### src/swrc_pkg.sv
// Purpose: Shared constants and types for the sleep, wake and restart control.
// Assumes: One core clock; all pins and core strobes are synchronous to it.
// Notes:   Register offsets are byte addresses on a 32-bit APB.
`default_nettype none
package swrc_pkg;
  localparam logic [7:0] SWRC_CTRL_OFS     = 8'h00;
  localparam logic [7:0] SWRC_STAT_OFS     = 8'h04;
  localparam logic [7:0] SWRC_TIME_OFS     = 8'h08;
  localparam logic [7:0] SWRC_GAP_OFS      = 8'h0C;
  localparam int         SWRC_CTRL_TWAKE   = 0;
  localparam int         SWRC_CTRL_KWAKE   = 1;
  localparam logic [1:0] SWRC_CTRL_RST     = 2'h3;
  localparam int         SWRC_STAT_MISUSE  = 8;
  localparam int         SWRC_TIME_SUB_LSB = 4;
  localparam int         SWRC_GAP_MIN_LSB  = 8;
  localparam logic [3:0] SWRC_RESTART_PAGE = 4'hF;
  localparam logic [6:0] SWRC_PC_COLD      = 7'h00;
  localparam logic [6:0] SWRC_PC_WAKE      = 7'h7F;
  localparam logic [2:0] SWRC_KEY_GAP_MAX  = 3'h3;
  localparam int         SWRC_TOSC_HZ      = 32768;
  localparam int         SWRC_PROC_HZ      = 1100000;
  typedef enum logic [2:0] {
    SWRC_RUN   = 3'h1,
    SWRC_SLEEP = 3'h2,
    SWRC_OFF   = 3'h4
  } swrc_state_e;
endpackage : swrc_pkg
`default_nettype wire

### src/swrc_ctrl.sv
// Purpose: Sleep, off, wake and restart control with APB status and setup.
// Assumes: Core strobes are one-cycle pulses, one per executed instruction.
// Notes:   Timer value is read unsynchronised to firmware; read it twice.
//
// Chosen here: the APB slave port and the register offsets.
`default_nettype none
// How it works
// - Wake only on rise after all lines low
// - Power-up fetch starts page 15, counter zero
// - Wake restarts page 15, counter 7F
// - Seconds counter wraps modulo sixteen
// - Latch-set may corrupt carry; force it after
// - Timer reads may tear; repeat until equal
// - Minimum instructions after timer wake before sleep
// - Branch with branch latch does decimal op
// - Only branches while branch latch set; clear it
// - Wake clears add, branch, point; keeps rest
// - Key read within three instructions of sleep
module swrc_ctrl
  import swrc_pkg::*;
#(
  parameter int PROC_HZ = SWRC_PROC_HZ,
  parameter int TOSC_HZ = SWRC_TOSC_HZ
) (
  input  wire logic        i_core_clk,
  input  wire logic        i_arst_n,
  input  wire logic        i_psel,
  input  wire logic        i_penable,
  input  wire logic        i_pwrite,
  input  wire logic [7:0]  i_paddr,
  input  wire logic [31:0] i_pwdata,
  output logic [31:0]      o_prdata,
  output logic             o_pready,
  output logic             o_pslverr,
  input  wire logic [3:0]  i_key_input,
  input  wire logic        i_io_line,
  input  wire logic        i_timer_osc_tick,
  input  wire logic        i_instr_done,
  input  wire logic        i_sleep_instr,
  input  wire logic        i_off_instr,
  input  wire logic        i_key_read_instr,
  input  wire logic        i_set_add_latch_instr,
  input  wire logic        i_set_carry_wrap_instr,
  input  wire logic        i_clear_carry_wrap_instr,
  input  wire logic        i_set_branch_latch_instr,
  input  wire logic        i_clear_branch_latch_instr,
  input  wire logic        i_branch_instr,
  input  wire logic        i_set_dp_instr,
  input  wire logic        i_clear_dp_instr,
  output logic             o_proc_clk_en,
  output logic             o_timer_run,
  output logic             o_pc_load,
  output logic [6:0]       o_program_counter,
  output logic [3:0]       o_page,
  output logic             o_add_latch,
  output logic             o_branch_latch,
  output logic             o_carry_wrap,
  output logic             o_decimal_point,
  output logic             o_decimal_mem_acc_op
);
  localparam longint MIN_L   = (4 * longint'(PROC_HZ) + 6 * longint'(TOSC_HZ) - 1)
                               / (6 * longint'(TOSC_HZ)) + 1;
  localparam int     SW      = $clog2(TOSC_HZ);
  localparam logic [7:0] MIN_INSTR = 8'(MIN_L);

  generate
    if (MIN_L < 1 || MIN_L > 255 || TOSC_HZ < 2) begin : g_bad
      $error("PROC_HZ / TOSC_HZ give an unusable instruction minimum");
    end
  endgenerate

  swrc_state_e state_ff;
  swrc_state_e nxt_state;
  logic [1:0]  ctrl_ff;
  logic        boot_ff;
  logic        pc_load_ff;
  logic [6:0]  pc_ff;
  logic        add_ff;
  logic        branch_ff;
  logic        carry_ff;
  logic        suspect_ff;
  logic        dp_ff;
  logic        dec_op_ff;
  logic        misuse_ff;
  logic        twoke_ff;
  logic        kwake_ff;
  logic [2:0]  kgap_ff;
  logic [7:0]  tgap_ff;
  logic        pend_ff;
  logic [31:0] prdata_ff;
  logic        wake_key;
  logic        wake_any;
  logic        armed;
  logic        sec_tick;
  logic [3:0]  seconds;
  logic [SW-1:0] sub;
  logic        sleep_req;
  logic        sleep_ok;
  logic        wr_acc;
  logic        rd_setup;
  logic        misuse_set;

  function automatic logic addr_ok(input logic [7:0] a);
    addr_ok = (a == SWRC_CTRL_OFS) || (a == SWRC_STAT_OFS) ||
              (a == SWRC_TIME_OFS) || (a == SWRC_GAP_OFS);
  endfunction : addr_ok

  swrc_wake_det u_wake (
    .i_core_clk (i_core_clk),
    .i_arst_n   (i_arst_n),
    .i_enable   (state_ff != SWRC_RUN && kwake_ff),
    .i_lines    ({i_io_line, i_key_input}),
    .o_armed    (armed),
    .o_wake     (wake_key)
  );

  swrc_timer #(.TICKS_PER_SEC(TOSC_HZ), .SW(SW)) u_timer (
    .i_core_clk (i_core_clk),
    .i_arst_n   (i_arst_n),
    .i_run      (state_ff != SWRC_OFF),
    .i_clear    (state_ff == SWRC_OFF),
    .i_osc_tick (i_timer_osc_tick),
    .o_seconds  (seconds),
    .o_sub      (sub),
    .o_sec_tick (sec_tick)
  );

  // Timer wake only from sleep; the timer is stopped when off
  assign wake_any  = wake_key || (state_ff == SWRC_SLEEP && sec_tick && ctrl_ff[SWRC_CTRL_TWAKE]);
  assign sleep_req = i_sleep_instr || pend_ff;
  assign sleep_ok  = !twoke_ff || (tgap_ff >= MIN_INSTR);

  always_comb begin
    nxt_state = state_ff;
    case (state_ff)
      SWRC_RUN: begin
        if (i_off_instr) begin
          nxt_state = SWRC_OFF;
        end else if (sleep_req && sleep_ok) begin
          nxt_state = SWRC_SLEEP;
        end
      end
      SWRC_SLEEP, SWRC_OFF: begin
        if (wake_any) begin
          nxt_state = SWRC_RUN;
        end
      end
      default: begin
        nxt_state = SWRC_RUN;
      end
    endcase
  end

  always_ff @(posedge i_core_clk or negedge i_arst_n) begin
    if (!i_arst_n) begin
      state_ff <= SWRC_RUN;
    end else begin
      state_ff <= nxt_state;
    end
  end

  // Sleep held back until enough instructions ran after a timer wake
  always_ff @(posedge i_core_clk or negedge i_arst_n) begin
    if (!i_arst_n) begin
      pend_ff <= 1'b0;
    end else begin
      pend_ff <= (state_ff == SWRC_RUN) && sleep_req && !sleep_ok && !i_off_instr;
    end
  end

  always_ff @(posedge i_core_clk or negedge i_arst_n) begin
    if (!i_arst_n) begin
      twoke_ff <= 1'b0;
      tgap_ff  <= 8'h00;
    end else if (state_ff != SWRC_RUN && wake_any) begin
      twoke_ff <= !wake_key;
      tgap_ff  <= 8'h00;
    end else if (i_instr_done && tgap_ff != 8'hFF) begin
      tgap_ff  <= tgap_ff + 8'h01;
    end
  end

  // Gap saturates at four, meaning too far for a key wake
  always_ff @(posedge i_core_clk or negedge i_arst_n) begin
    if (!i_arst_n) begin
      kgap_ff <= 3'h4;
    end else if (i_key_read_instr) begin
      kgap_ff <= 3'h0;
    end else if (i_instr_done && kgap_ff <= SWRC_KEY_GAP_MAX) begin
      kgap_ff <= kgap_ff + 3'h1;
    end
  end

  always_ff @(posedge i_core_clk or negedge i_arst_n) begin
    if (!i_arst_n) begin
      kwake_ff <= 1'b0;
    end else if (state_ff == SWRC_RUN) begin
      kwake_ff <= ctrl_ff[SWRC_CTRL_KWAKE] && (kgap_ff <= SWRC_KEY_GAP_MAX);
    end
  end

  // Restart vector: cold start once after reset, wake vector after each wake
  always_ff @(posedge i_core_clk or negedge i_arst_n) begin
    if (!i_arst_n) begin
      boot_ff    <= 1'b0;
      pc_load_ff <= 1'b0;
      pc_ff      <= SWRC_PC_COLD;
    end else begin
      boot_ff    <= 1'b1;
      pc_load_ff <= !boot_ff || (state_ff != SWRC_RUN && wake_any);
      if (!boot_ff) begin
        pc_ff <= SWRC_PC_COLD;
      end else if (state_ff != SWRC_RUN && wake_any) begin
        pc_ff <= SWRC_PC_WAKE;
      end
    end
  end

  always_ff @(posedge i_core_clk or negedge i_arst_n) begin
    if (!i_arst_n) begin
      add_ff <= 1'b0;
      dp_ff  <= 1'b0;
    end else if (state_ff != SWRC_RUN && wake_any) begin
      add_ff <= 1'b0;
      dp_ff  <= 1'b0;
    end else begin
      add_ff <= add_ff || i_set_add_latch_instr;
      dp_ff  <= i_set_dp_instr || (dp_ff && !i_clear_dp_instr);
    end
  end

  // Carry marked suspect after latch set until firmware forces it
  always_ff @(posedge i_core_clk or negedge i_arst_n) begin
    if (!i_arst_n) begin
      carry_ff   <= 1'b0;
      suspect_ff <= 1'b0;
    end else begin
      if (i_set_carry_wrap_instr) begin
        carry_ff <= 1'b1;
      end else if (i_clear_carry_wrap_instr) begin
        carry_ff <= 1'b0;
      end
      suspect_ff <= i_set_add_latch_instr ||
                    (suspect_ff && !i_set_carry_wrap_instr && !i_clear_carry_wrap_instr);
    end
  end

  always_ff @(posedge i_core_clk or negedge i_arst_n) begin
    if (!i_arst_n) begin
      branch_ff <= 1'b0;
      dec_op_ff <= 1'b0;
    end else begin
      branch_ff <= !(state_ff != SWRC_RUN && wake_any) && !i_clear_branch_latch_instr &&
                   (branch_ff || i_set_branch_latch_instr);
      dec_op_ff <= i_branch_instr && branch_ff;
    end
  end

  // Non-branch work under the branch latch is flagged; set wins over clear
  assign misuse_set = i_instr_done && branch_ff && !i_branch_instr && !i_clear_branch_latch_instr;
  assign wr_acc     = i_psel && i_penable && i_pwrite;
  assign rd_setup   = i_psel && !i_penable && !i_pwrite;

  always_ff @(posedge i_core_clk or negedge i_arst_n) begin
    if (!i_arst_n) begin
      misuse_ff <= 1'b0;
    end else if (misuse_set) begin
      misuse_ff <= 1'b1;
    end else if (wr_acc && i_paddr == SWRC_STAT_OFS && i_pwdata[SWRC_STAT_MISUSE]) begin
      misuse_ff <= 1'b0;
    end
  end

  always_ff @(posedge i_core_clk or negedge i_arst_n) begin
    if (!i_arst_n) begin
      ctrl_ff <= SWRC_CTRL_RST;
    end else if (wr_acc && i_paddr == SWRC_CTRL_OFS) begin
      ctrl_ff <= i_pwdata[1:0];
    end
  end

  // Read data captured in setup so the access phase answers at once
  always_ff @(posedge i_core_clk or negedge i_arst_n) begin
    if (!i_arst_n) begin
      prdata_ff <= 32'h0000_0000;
    end else if (rd_setup) begin
      prdata_ff <= 32'h0000_0000;
      case (i_paddr)
        SWRC_CTRL_OFS: prdata_ff[1:0] <= ctrl_ff;
        SWRC_STAT_OFS: prdata_ff[10:0] <= {armed, twoke_ff, misuse_ff, dp_ff, suspect_ff,
                                           carry_ff, branch_ff, add_ff, state_ff};
        SWRC_TIME_OFS: prdata_ff[SWRC_TIME_SUB_LSB + SW - 1:0] <= {sub, seconds};
        SWRC_GAP_OFS:  prdata_ff[15:0] <= {MIN_INSTR, tgap_ff};
        default:       prdata_ff <= 32'h0000_0000;
      endcase
    end
  end

  assign o_prdata             = prdata_ff;
  assign o_pready             = 1'b1;
  assign o_pslverr            = i_psel && i_penable && !addr_ok(i_paddr);
  assign o_proc_clk_en        = (state_ff == SWRC_RUN);
  assign o_timer_run          = (state_ff != SWRC_OFF);
  assign o_pc_load            = pc_load_ff;
  assign o_program_counter    = pc_ff;
  assign o_page               = SWRC_RESTART_PAGE;
  assign o_add_latch          = add_ff;
  assign o_branch_latch       = branch_ff;
  assign o_carry_wrap         = carry_ff;
  assign o_decimal_point      = dp_ff;
  assign o_decimal_mem_acc_op = dec_op_ff;
endmodule : swrc_ctrl
`default_nettype wire

### src/swrc_timer.sv
// Purpose: Timekeeping counter, seconds modulo sixteen.
// Assumes: i_osc_tick is one core cycle per timer oscillator period.
// Notes:   Counts only while i_run; i_clear wins over counting.
`default_nettype none
module swrc_timer
  import swrc_pkg::*;
#(
  parameter int TICKS_PER_SEC = SWRC_TOSC_HZ,
  parameter int SW            = $clog2(TICKS_PER_SEC)
) (
  input  wire logic          i_core_clk,
  input  wire logic          i_arst_n,
  input  wire logic          i_run,
  input  wire logic          i_clear,
  input  wire logic          i_osc_tick,
  output logic [3:0]         o_seconds,
  output logic [SW-1:0]      o_sub,
  output logic               o_sec_tick
);
  localparam logic [SW-1:0] SUB_LAST = SW'(TICKS_PER_SEC - 1);

  generate
    if (TICKS_PER_SEC < 2 || SW > 27) begin : g_bad
      $error("TICKS_PER_SEC out of range");
    end
  endgenerate

  logic [SW-1:0] sub_ff;
  logic [3:0]    sec_ff;
  logic          tick_ff;
  logic          roll;

  assign roll = i_run && i_osc_tick && (sub_ff == SUB_LAST);

  always_ff @(posedge i_core_clk or negedge i_arst_n) begin
    if (!i_arst_n) begin
      sub_ff <= '0;
      sec_ff <= 4'h0;
    end else if (i_clear) begin
      sub_ff <= '0;
      sec_ff <= 4'h0;
    end else if (roll) begin
      sub_ff <= '0;
      sec_ff <= sec_ff + 4'h1;
    end else if (i_run && i_osc_tick) begin
      sub_ff <= sub_ff + SW'(1);
    end
  end

  always_ff @(posedge i_core_clk or negedge i_arst_n) begin
    if (!i_arst_n) begin
      tick_ff <= 1'b0;
    end else begin
      tick_ff <= roll && !i_clear;
    end
  end

  assign o_seconds  = sec_ff;
  assign o_sub      = sub_ff;
  assign o_sec_tick = tick_ff;
endmodule : swrc_timer
`default_nettype wire

### src/swrc_wake_det.sv
// Purpose: Wake detector on the four key lines and the port line.
// Assumes: Lines are synchronous to the core clock.
// Notes:   Arms only after every line was seen low.
`default_nettype none
module swrc_wake_det
  import swrc_pkg::*;
(
  input  wire logic       i_core_clk,
  input  wire logic       i_arst_n,
  input  wire logic       i_enable,
  input  wire logic [4:0] i_lines,
  output logic            o_armed,
  output logic            o_wake
);
  logic armed_ff;

  always_ff @(posedge i_core_clk or negedge i_arst_n) begin
    if (!i_arst_n) begin
      armed_ff <= 1'b0;
    end else begin
      armed_ff <= i_enable && (i_lines == 5'h00);
    end
  end

  assign o_armed = armed_ff;
  assign o_wake  = i_enable && armed_ff && (|i_lines);
endmodule : swrc_wake_det
`default_nettype wire
### config.mk
export PLATFORM = sky130hd
export DESIGN_NAME = swrc_ctrl
export DESIGN_NICKNAME = d
export VERILOG_FILES = /design/src/swrc_pkg.sv /design/src/swrc_ctrl.sv /design/src/swrc_timer.sv /design/src/swrc_wake_det.sv
export SDC_FILE = /design/constraint.sdc
export NUM_CORES = 1
export LEC_CHECK = 0
export BUFFER_PORTS_ARGS = -buffer_cell sky130_fd_sc_hd__buf_2
export CORE_UTILIZATION = 54
export CTS_CLUSTER_SIZE = 8
export DETAILED_ROUTE_END_ITERATION = 10
export MAX_ROUTING_LAYER = met4
export PLACE_DENSITY_LB_ADDON = 0.12
export SYNTH_ARGS = -nofsm -noshare
export SYNTH_HDL_FRONTEND = slang
export SYNTH_SLANG_ARGS = --single-unit
### constraint.sdc
create_clock -name i_core_clk -period 5 [get_ports i_core_clk]
set_input_delay 0.5 -clock i_core_clk [delete_from_list [all_inputs] [get_ports i_core_clk]]
set_output_delay 0.5 -clock i_core_clk [all_outputs]
set_load 0.01 [all_outputs]
### Yosys cells after proc, flatten, opt, wreduce, memory -nomap -nowiden

Index checks and enable logic that the tools add are counted.

| cells by class | value |
|---|---|
| add/sub/neg operators | 4 |
| $mul | 0 |
| div/mod/pow operators | 0 |
| order comparisons | 2 |
| equal/unequal tests | 13 |
| shift operators | 0 |
| muxes and demuxes | 25 |
| bitwise operators | 0 |
| reductions and logical operators | 71 |

Operator list:

| operator | number |
|---|---|
| two-way mux 15 bit | 3 |
| logical AND 1 bit | 34 |
| one-hot mux 9 bit (3 select lines) | 1 |
| two-way mux 3 bit | 6 |
| equality test 8 x 4 -> 1 bit (second input constant) | 2 |
| two-way mux 8 bit | 2 |
| adder 15 x 1 -> 15 bit (second input constant) | 1 |
| equality test 15 bit (second input constant) | 1 |
| zero test 1 bit | 15 |
| two-way mux 7 bit | 2 |
| logical OR 1 bit | 11 |
| one-hot mux 5 bit (2 select lines) | 1 |
| nonzero test 2 bit | 5 |
| adder 8 x 1 -> 8 bit (second input constant) | 1 |
| equality test 8 x 3 -> 1 bit (second input constant) | 1 |
| greater-or-equal comparator 8 x 5 -> 1 bit (second input constant) | 1 |
| zero test 8 bit | 1 |
| two-way mux 4 bit | 2 |
| != test 8 bit (second input constant) | 1 |
| one-hot mux 2 bit (4 select lines) | 1 |
| two-way mux 1 bit | 6 |
| one-hot mux 3 bit (2 select lines) | 1 |
| zero test 5 bit | 1 |
| OR reduction 5 bit | 1 |
| 14 further kinds | 14 |

| word-level totals | value |
|---|---|
| flip-flop bits (word level) | 75 |
| bits in latches | 0 |
| RAM bits | 0 |
| bits in read-only memories | 0 |
| input bits | 63 |
| output and inout port bits | 53 |
| memories kept | 0 |

### Depth between registers and ports, before layout

| logic depth | value |
|---|---|
| depth after elaboration | 9 |
| depth in mapped cells | 7 |
| depth with buffers taken out | 6 |

### By module

A second synthesis with hierarchy kept.

| second synthesis, totals | value |
|---|---|
| cells, all modules | 362 |
| area total of the unflattened synthesis | 3649.8 sq um |

By module, submodules not included:

| module | instances | cells each | area an instance (sq um) |
|---|---|---|---|
| swrc_ctrl | 1 | 255 | 2617.5 |
| swrc_timer | 1 | 101 | 978.4 |
| swrc_wake_det | 1 | 6 | 53.8 |

### Worst setup path before layout

No wires, ideal clock.

| timing path | value |
|---|---|
| kind | reg2reg |
| from | reg state_ff[0] |
| to | reg state_ff[0] |
| arrival time | 1.935 ns |
| data required time | 4.920 ns |
| path slack | 2.985 ns |
| cell stages (with the launch flop) | 7 |
| path buffers | 1 |
| clock period less this slack | 2.015 ns |
| path through | dfstp_2 > or3b_1 > buf_2 > and2_4 > a31o_4 > or3_1 > a32o_1 |

| between the ends | value |
|---|---|
| word-level cells in the longest chain between the ends | 7 |
| elaborated cells on any way between the ends | 15 |
| those cells by class | eq/ne: 6; mux: 1; reduce/logical: 8 |

RTL lines:

| element | RTL line | source |
|---|---|---|
| start: declaration | swrc_ctrl.sv:72 | `swrc_state_e state_ff;` |
| start signal: assignment | swrc_ctrl.sv:158 | `state_ff <= nxt_state;` |
| != test 3 x 1 -> 1 bit | swrc_ctrl.sv:111 | `.i_enable (state_ff != SWRC_RUN && kwake_ff),` |
| logical AND 1 bit | swrc_ctrl.sv:111 |  |
| logical AND 1 bit (2 in series) | swrc_wake_det.sv:26 | `assign o_wake = i_enable && armed_ff && (\|i_lines);` |
| logical OR 1 bit | swrc_ctrl.sv:129 | `assign wake_any = wake_key \|\| (state_ff == SWRC_SLEEP && sec_tick && ctrl_ff[SWRC_CTRL_TWAKE]);` |
| != test 2 bit (no line) | n/a |  |
| AND reduction 2 bit (no line) | n/a |  |

Several ways; a longest one is shown, not always the timed one.
A chain may end at the register's enable or synchronous reset.

### Worst setup path in the final report

| timing path | value |
|---|---|
| from | reg state_ff[2] |
| to | out o_timer_run |

| between the ends | value |
|---|---|
| word-level cells in the longest chain between the ends | 1 |

RTL lines:

| element | RTL line | source |
|---|---|---|
| != test 3 bit | swrc_ctrl.sv:303 | `assign o_timer_run = (state_ff != SWRC_OFF);` |
| end: declaration | swrc_ctrl.sv:51 | `output logic o_timer_run,` |

Every way passes these cells.

==> impl_metrics.sql <==
INSERT INTO impl_metrics (metric_group, metric, value, unit) VALUES
('finish', 'final_core_utilization', '0.656', ''),
('worst_setup_path', 'critPathCaptureType', 'primary output', ''),
('drt', 'detailedRoute.firstPassIterationCount', '4', ''),
('synthesis', 'synth-edff-count', '0', ''),
('power', 'power', '0.00152', 'W'),
('worst_setup_path', 'path_max_fanout', '10', ''),
('floorplan', 'dieArea', '6780', 'um2'),
('clock_tree', 'cts.repair.resized', '0', ''),
('timing', 'maxSlewHeadroom', '0.434', ''),
('drt', 'via_density_per_instance', '5.52', ''),
('drt', 'routed_wl', '7.11', 'mm'),
('clock_tree', 'ctsHoldBuffers', '0', ''),
('synthesis', 'synth.yosys.seq_area_share', '0.497', ''),
('synthesis', 'yosys.cell_types.count', '49', ''),
('power', 'power-per-cell-area', '382', 'nW/um2'),
('synthesis', 'mappedNetlistArea', '3480', 'um2'),
('timing', 'fin_crit_sh', '0.451', ''),
('finish', 'area_growth', '14.0', '%'),
('placed_design', 'gp_congestion', '0.825', ''),
('worst_setup_path', 'crit_path_start_kind', 'flip-flop', ''),
('floorplan', 'die_width', '82.3', 'um'),
('clock_tree', 'cts_tree', 'yes', ''),
('timing', 'timing.final.max_slew_violations', '0', ''),
('floorplan', 'initial_core_util', '0.575', ''),
('synthesis', 'ys_ff_latch', '69', ''),
('hold_path', 'worst_hold_path_type', 'input port to flip-flop', ''),
('drt', 'drt_iter0_markers', '161', ''),
('clock_tree', 'path_clk_slew', '80', 'ps'),
('run_status', 'outcome', 'complete, no violations', ''),
('floorplan', 'core-area', '6060', 'um2'),
('grt', 'global_route_wire_length_before_repair', '11.5', 'mm'),
('grt', 'gr-total-overflow', '0', ''),
('grt', 'grt_start_max_net_pins', '70', ''),
('timing', 'hold_violations', '0', ''),
('synthesis', 'syn_area_per_cell', '9.82', 'um2'),
('synthesis', 'ys_async_rst_share', '1.00', ''),
('grt', 'antenna_violations_before_repair', '0', ''),
('clock_tree', 'cts-root-buf', 'sky130_fd_sc_hd__clkbuf_8', ''),
('clock_tree', 'htree_levels', '3', ''),
('timing', 'final_worst_clock_skew', '7.73', 'ps'),
('job', 'drv.max_cap_violation_count', '0', ''),
('drt', 'number_of_routed_nets_with_antenna_violations', '0', ''),
('clock_tree', 'tritoncts.num_buffers', '9', ''),
('placed_design', 'detailedPlacementHpwl', '5.17', 'mm'),
('clock_tree', 'cts_buffer_depth', '2', ''),
('finish', 'fin_nets', '485', ''),
('drt', 'routed-via-count', '2738', ''),
('timing', 'timing.fmax', '444', 'MHz'),
('synthesis', 'post_synth_inst_count', '355', ''),
('grt', 'first_global_vias', '2431', ''),
('clock_tree', 'post-cts-setup-buffer-count', '0', ''),
('worst_setup_path', 'path_class', 'flip-flop to primary output', ''),
('floorplan', 'die_height', '82.3', 'um'),
('worst_setup_path', 'worst_ep_arrival_time', '1750', 'ps'),
('synthesis', 'yosys_warnings', '0', ''),
('drt', 'detail_route.drc_violations', '0', ''),
('timing', 'setup_tns', '0', 'ps'),
('power', 'peakVddDrop', '213', 'uV'),
('floorplan', 'ioPinCount', '116', ''),
('clock_tree', 'tritoncts_num_sinks', '69', ''),
('timing', 'min_period', '2250', 'ps'),
('floorplan', 'fp-row-count', '28', ''),
('timing', 'final-setup-viol-count', '0', ''),
('grt', 'grtUsageTotal', '0.241', ''),
('power', 'power.static_leakage', '1.90', 'nW'),
('clock_tree', 'clock_latency', '350', 'ps'),
('worst_setup_path', 'cp.required', '4500', 'ps'),
('synthesis', 'synth-main-ff-cell', 'sky130_fd_sc_hd__dfrtp_1', ''),
('timing', 'tightestPinTransition', '848', 'ps'),
('timing', 'unrepaired_setup_endpoints_after_global_routing', 'false', ''),
('finish', 'num_antenna_cells', '0', ''),
('placed_design', 'place.port_buffers', '68', ''),
('drt', 'routed_length_per_placed_instance', '14.3', 'um'),
('finish', 'layout-drive-gt1-share', '0.240', '');
stage by stage:
step | hold WS (ps) | setup slack [ps] | instances | area (um2)
floorplan | 204 | 2980 | 372 | 3550
global placement | 454 | 2850 | 480 | 3760
detailed placement | 460 | 2820 | 480 | 3760
CTS | 280 | 2740 | 496 | 3970
global route | 297 | 2620 | 496 | 3970
finish | 293 | 2750 | 496 | 3970
routing by layer:
metal / vias up / GRT usage / part of all wire
met5: - / - / 0
met4: 0 / 0.118 / 0.022
met3: 15 / 0.0407 / 0.061
met2: 99 / 0.358 / 0.44
met1: 1300 / 0.321 / 0.48
li1: 1324 / - / -
logic make-up after synthesis:
kind of cell             after synthesis  synth area share
AND/OR/NAND/NOR                      133             0.185
flip-flops                            69             0.497
AO/OA/AOI/OAI                         67             0.133
buffers and inverters                 50            0.0801
XOR/XNOR                              21            0.0528
multiplexers                           7            0.0287
adder cells (fa/ha/maj)                6            0.0215
other                                  2           0.00216
power breakdown:
part / total [W] / internal, W / leakage (nW) / switching [W]
Sequential: 0.000729 / 0.000635 / 0.890 / 0.0000938
Combinational: 0.000314 / 0.000134 / 0.912 / 0.000181
Clock: 0.000474 / 0.000257 / 0.102 / 0.000216
Total: 0.00152 / 0.00103 / 1.90 / 0.000491
synth_stat cells (all sizes together) (10+ instances only):
cell	count	area, um2
a22o	11	96.3
a21oi	10	50.1
nand4	10	62.6
o21ai	19	95.1
buf	25	185
clkbuf	11	41.3
xnor2	11	96.3
inv	14	52.6
nand2	30	113
nor2	46	173
xor2	10	87.6
dfrtp	65	1630
nand3	10	50.1
cells in the final DEF, fill, tap and decap left out, types with 11 or more instances in the layout:
master                     instances
sky130_fd_sc_hd__conb_1           19
sky130_fd_sc_hd__nand2_1          30
sky130_fd_sc_hd__buf_2            68
sky130_fd_sc_hd__o21ai_0          19
sky130_fd_sc_hd__clkbuf_8         11
sky130_fd_sc_hd__nor2_1           46
sky130_fd_sc_hd__a22o_1           11
sky130_fd_sc_hd__inv_1            13
sky130_fd_sc_hd__dfrtp_1          65
sky130_fd_sc_hd__xnor2_1          11
final timing paths:
path,slack (ps),cells after the start,from,to
worst max-delay path,2750,3,state_ff[2],o_timer_run
worst max register to register,2790,5,state_ff[0],state_ff[0]
max in group asynchronous,4110,2,i_arst_n,o_add_latch
min in group asynchronous,340,2,i_arst_n,o_program_counter[5]
worst min register to register,470,1,boot_ff,o_pc_load
worst min-delay path,290,2,i_key_read_instr,kgap_ff[2]
layout make-up:
cell class / instances / area (um2)
sequential: 69 / 1730
tap: 75 / 93.8
fill: 517 / 2090
inverter: 14 / 52.6
timing repair buffer: 69 / 348
clock buffer: 11 / 151
clock inverter: 5 / 58.8
multi-input combinational: 253 / 1540
worst max-delay path: stages, from the launching register on:
cell and delay [ps]:
sky130_fd_sc_hd__dfrtp_1 450, sky130_fd_sc_hd__nor3b_2 630, sky130_fd_sc_hd__inv_2 150, sky130_fd_sc_hd__buf_2 180
flip-flops by register name, summed over array words and instances (netlist names), 2 cells and up:
| signal | cells |
|---|---|
| ctrl_ff | 2 |
| kgap_ff | 3 |
| o_prdata | 19 |
| state_ff | 3 |
| tgap_ff | 8 |
| u_timer.o_seconds | 4 |
| u_timer.o_sub | 15 |
Note: power is estimated with default switching activity, not from simulation.
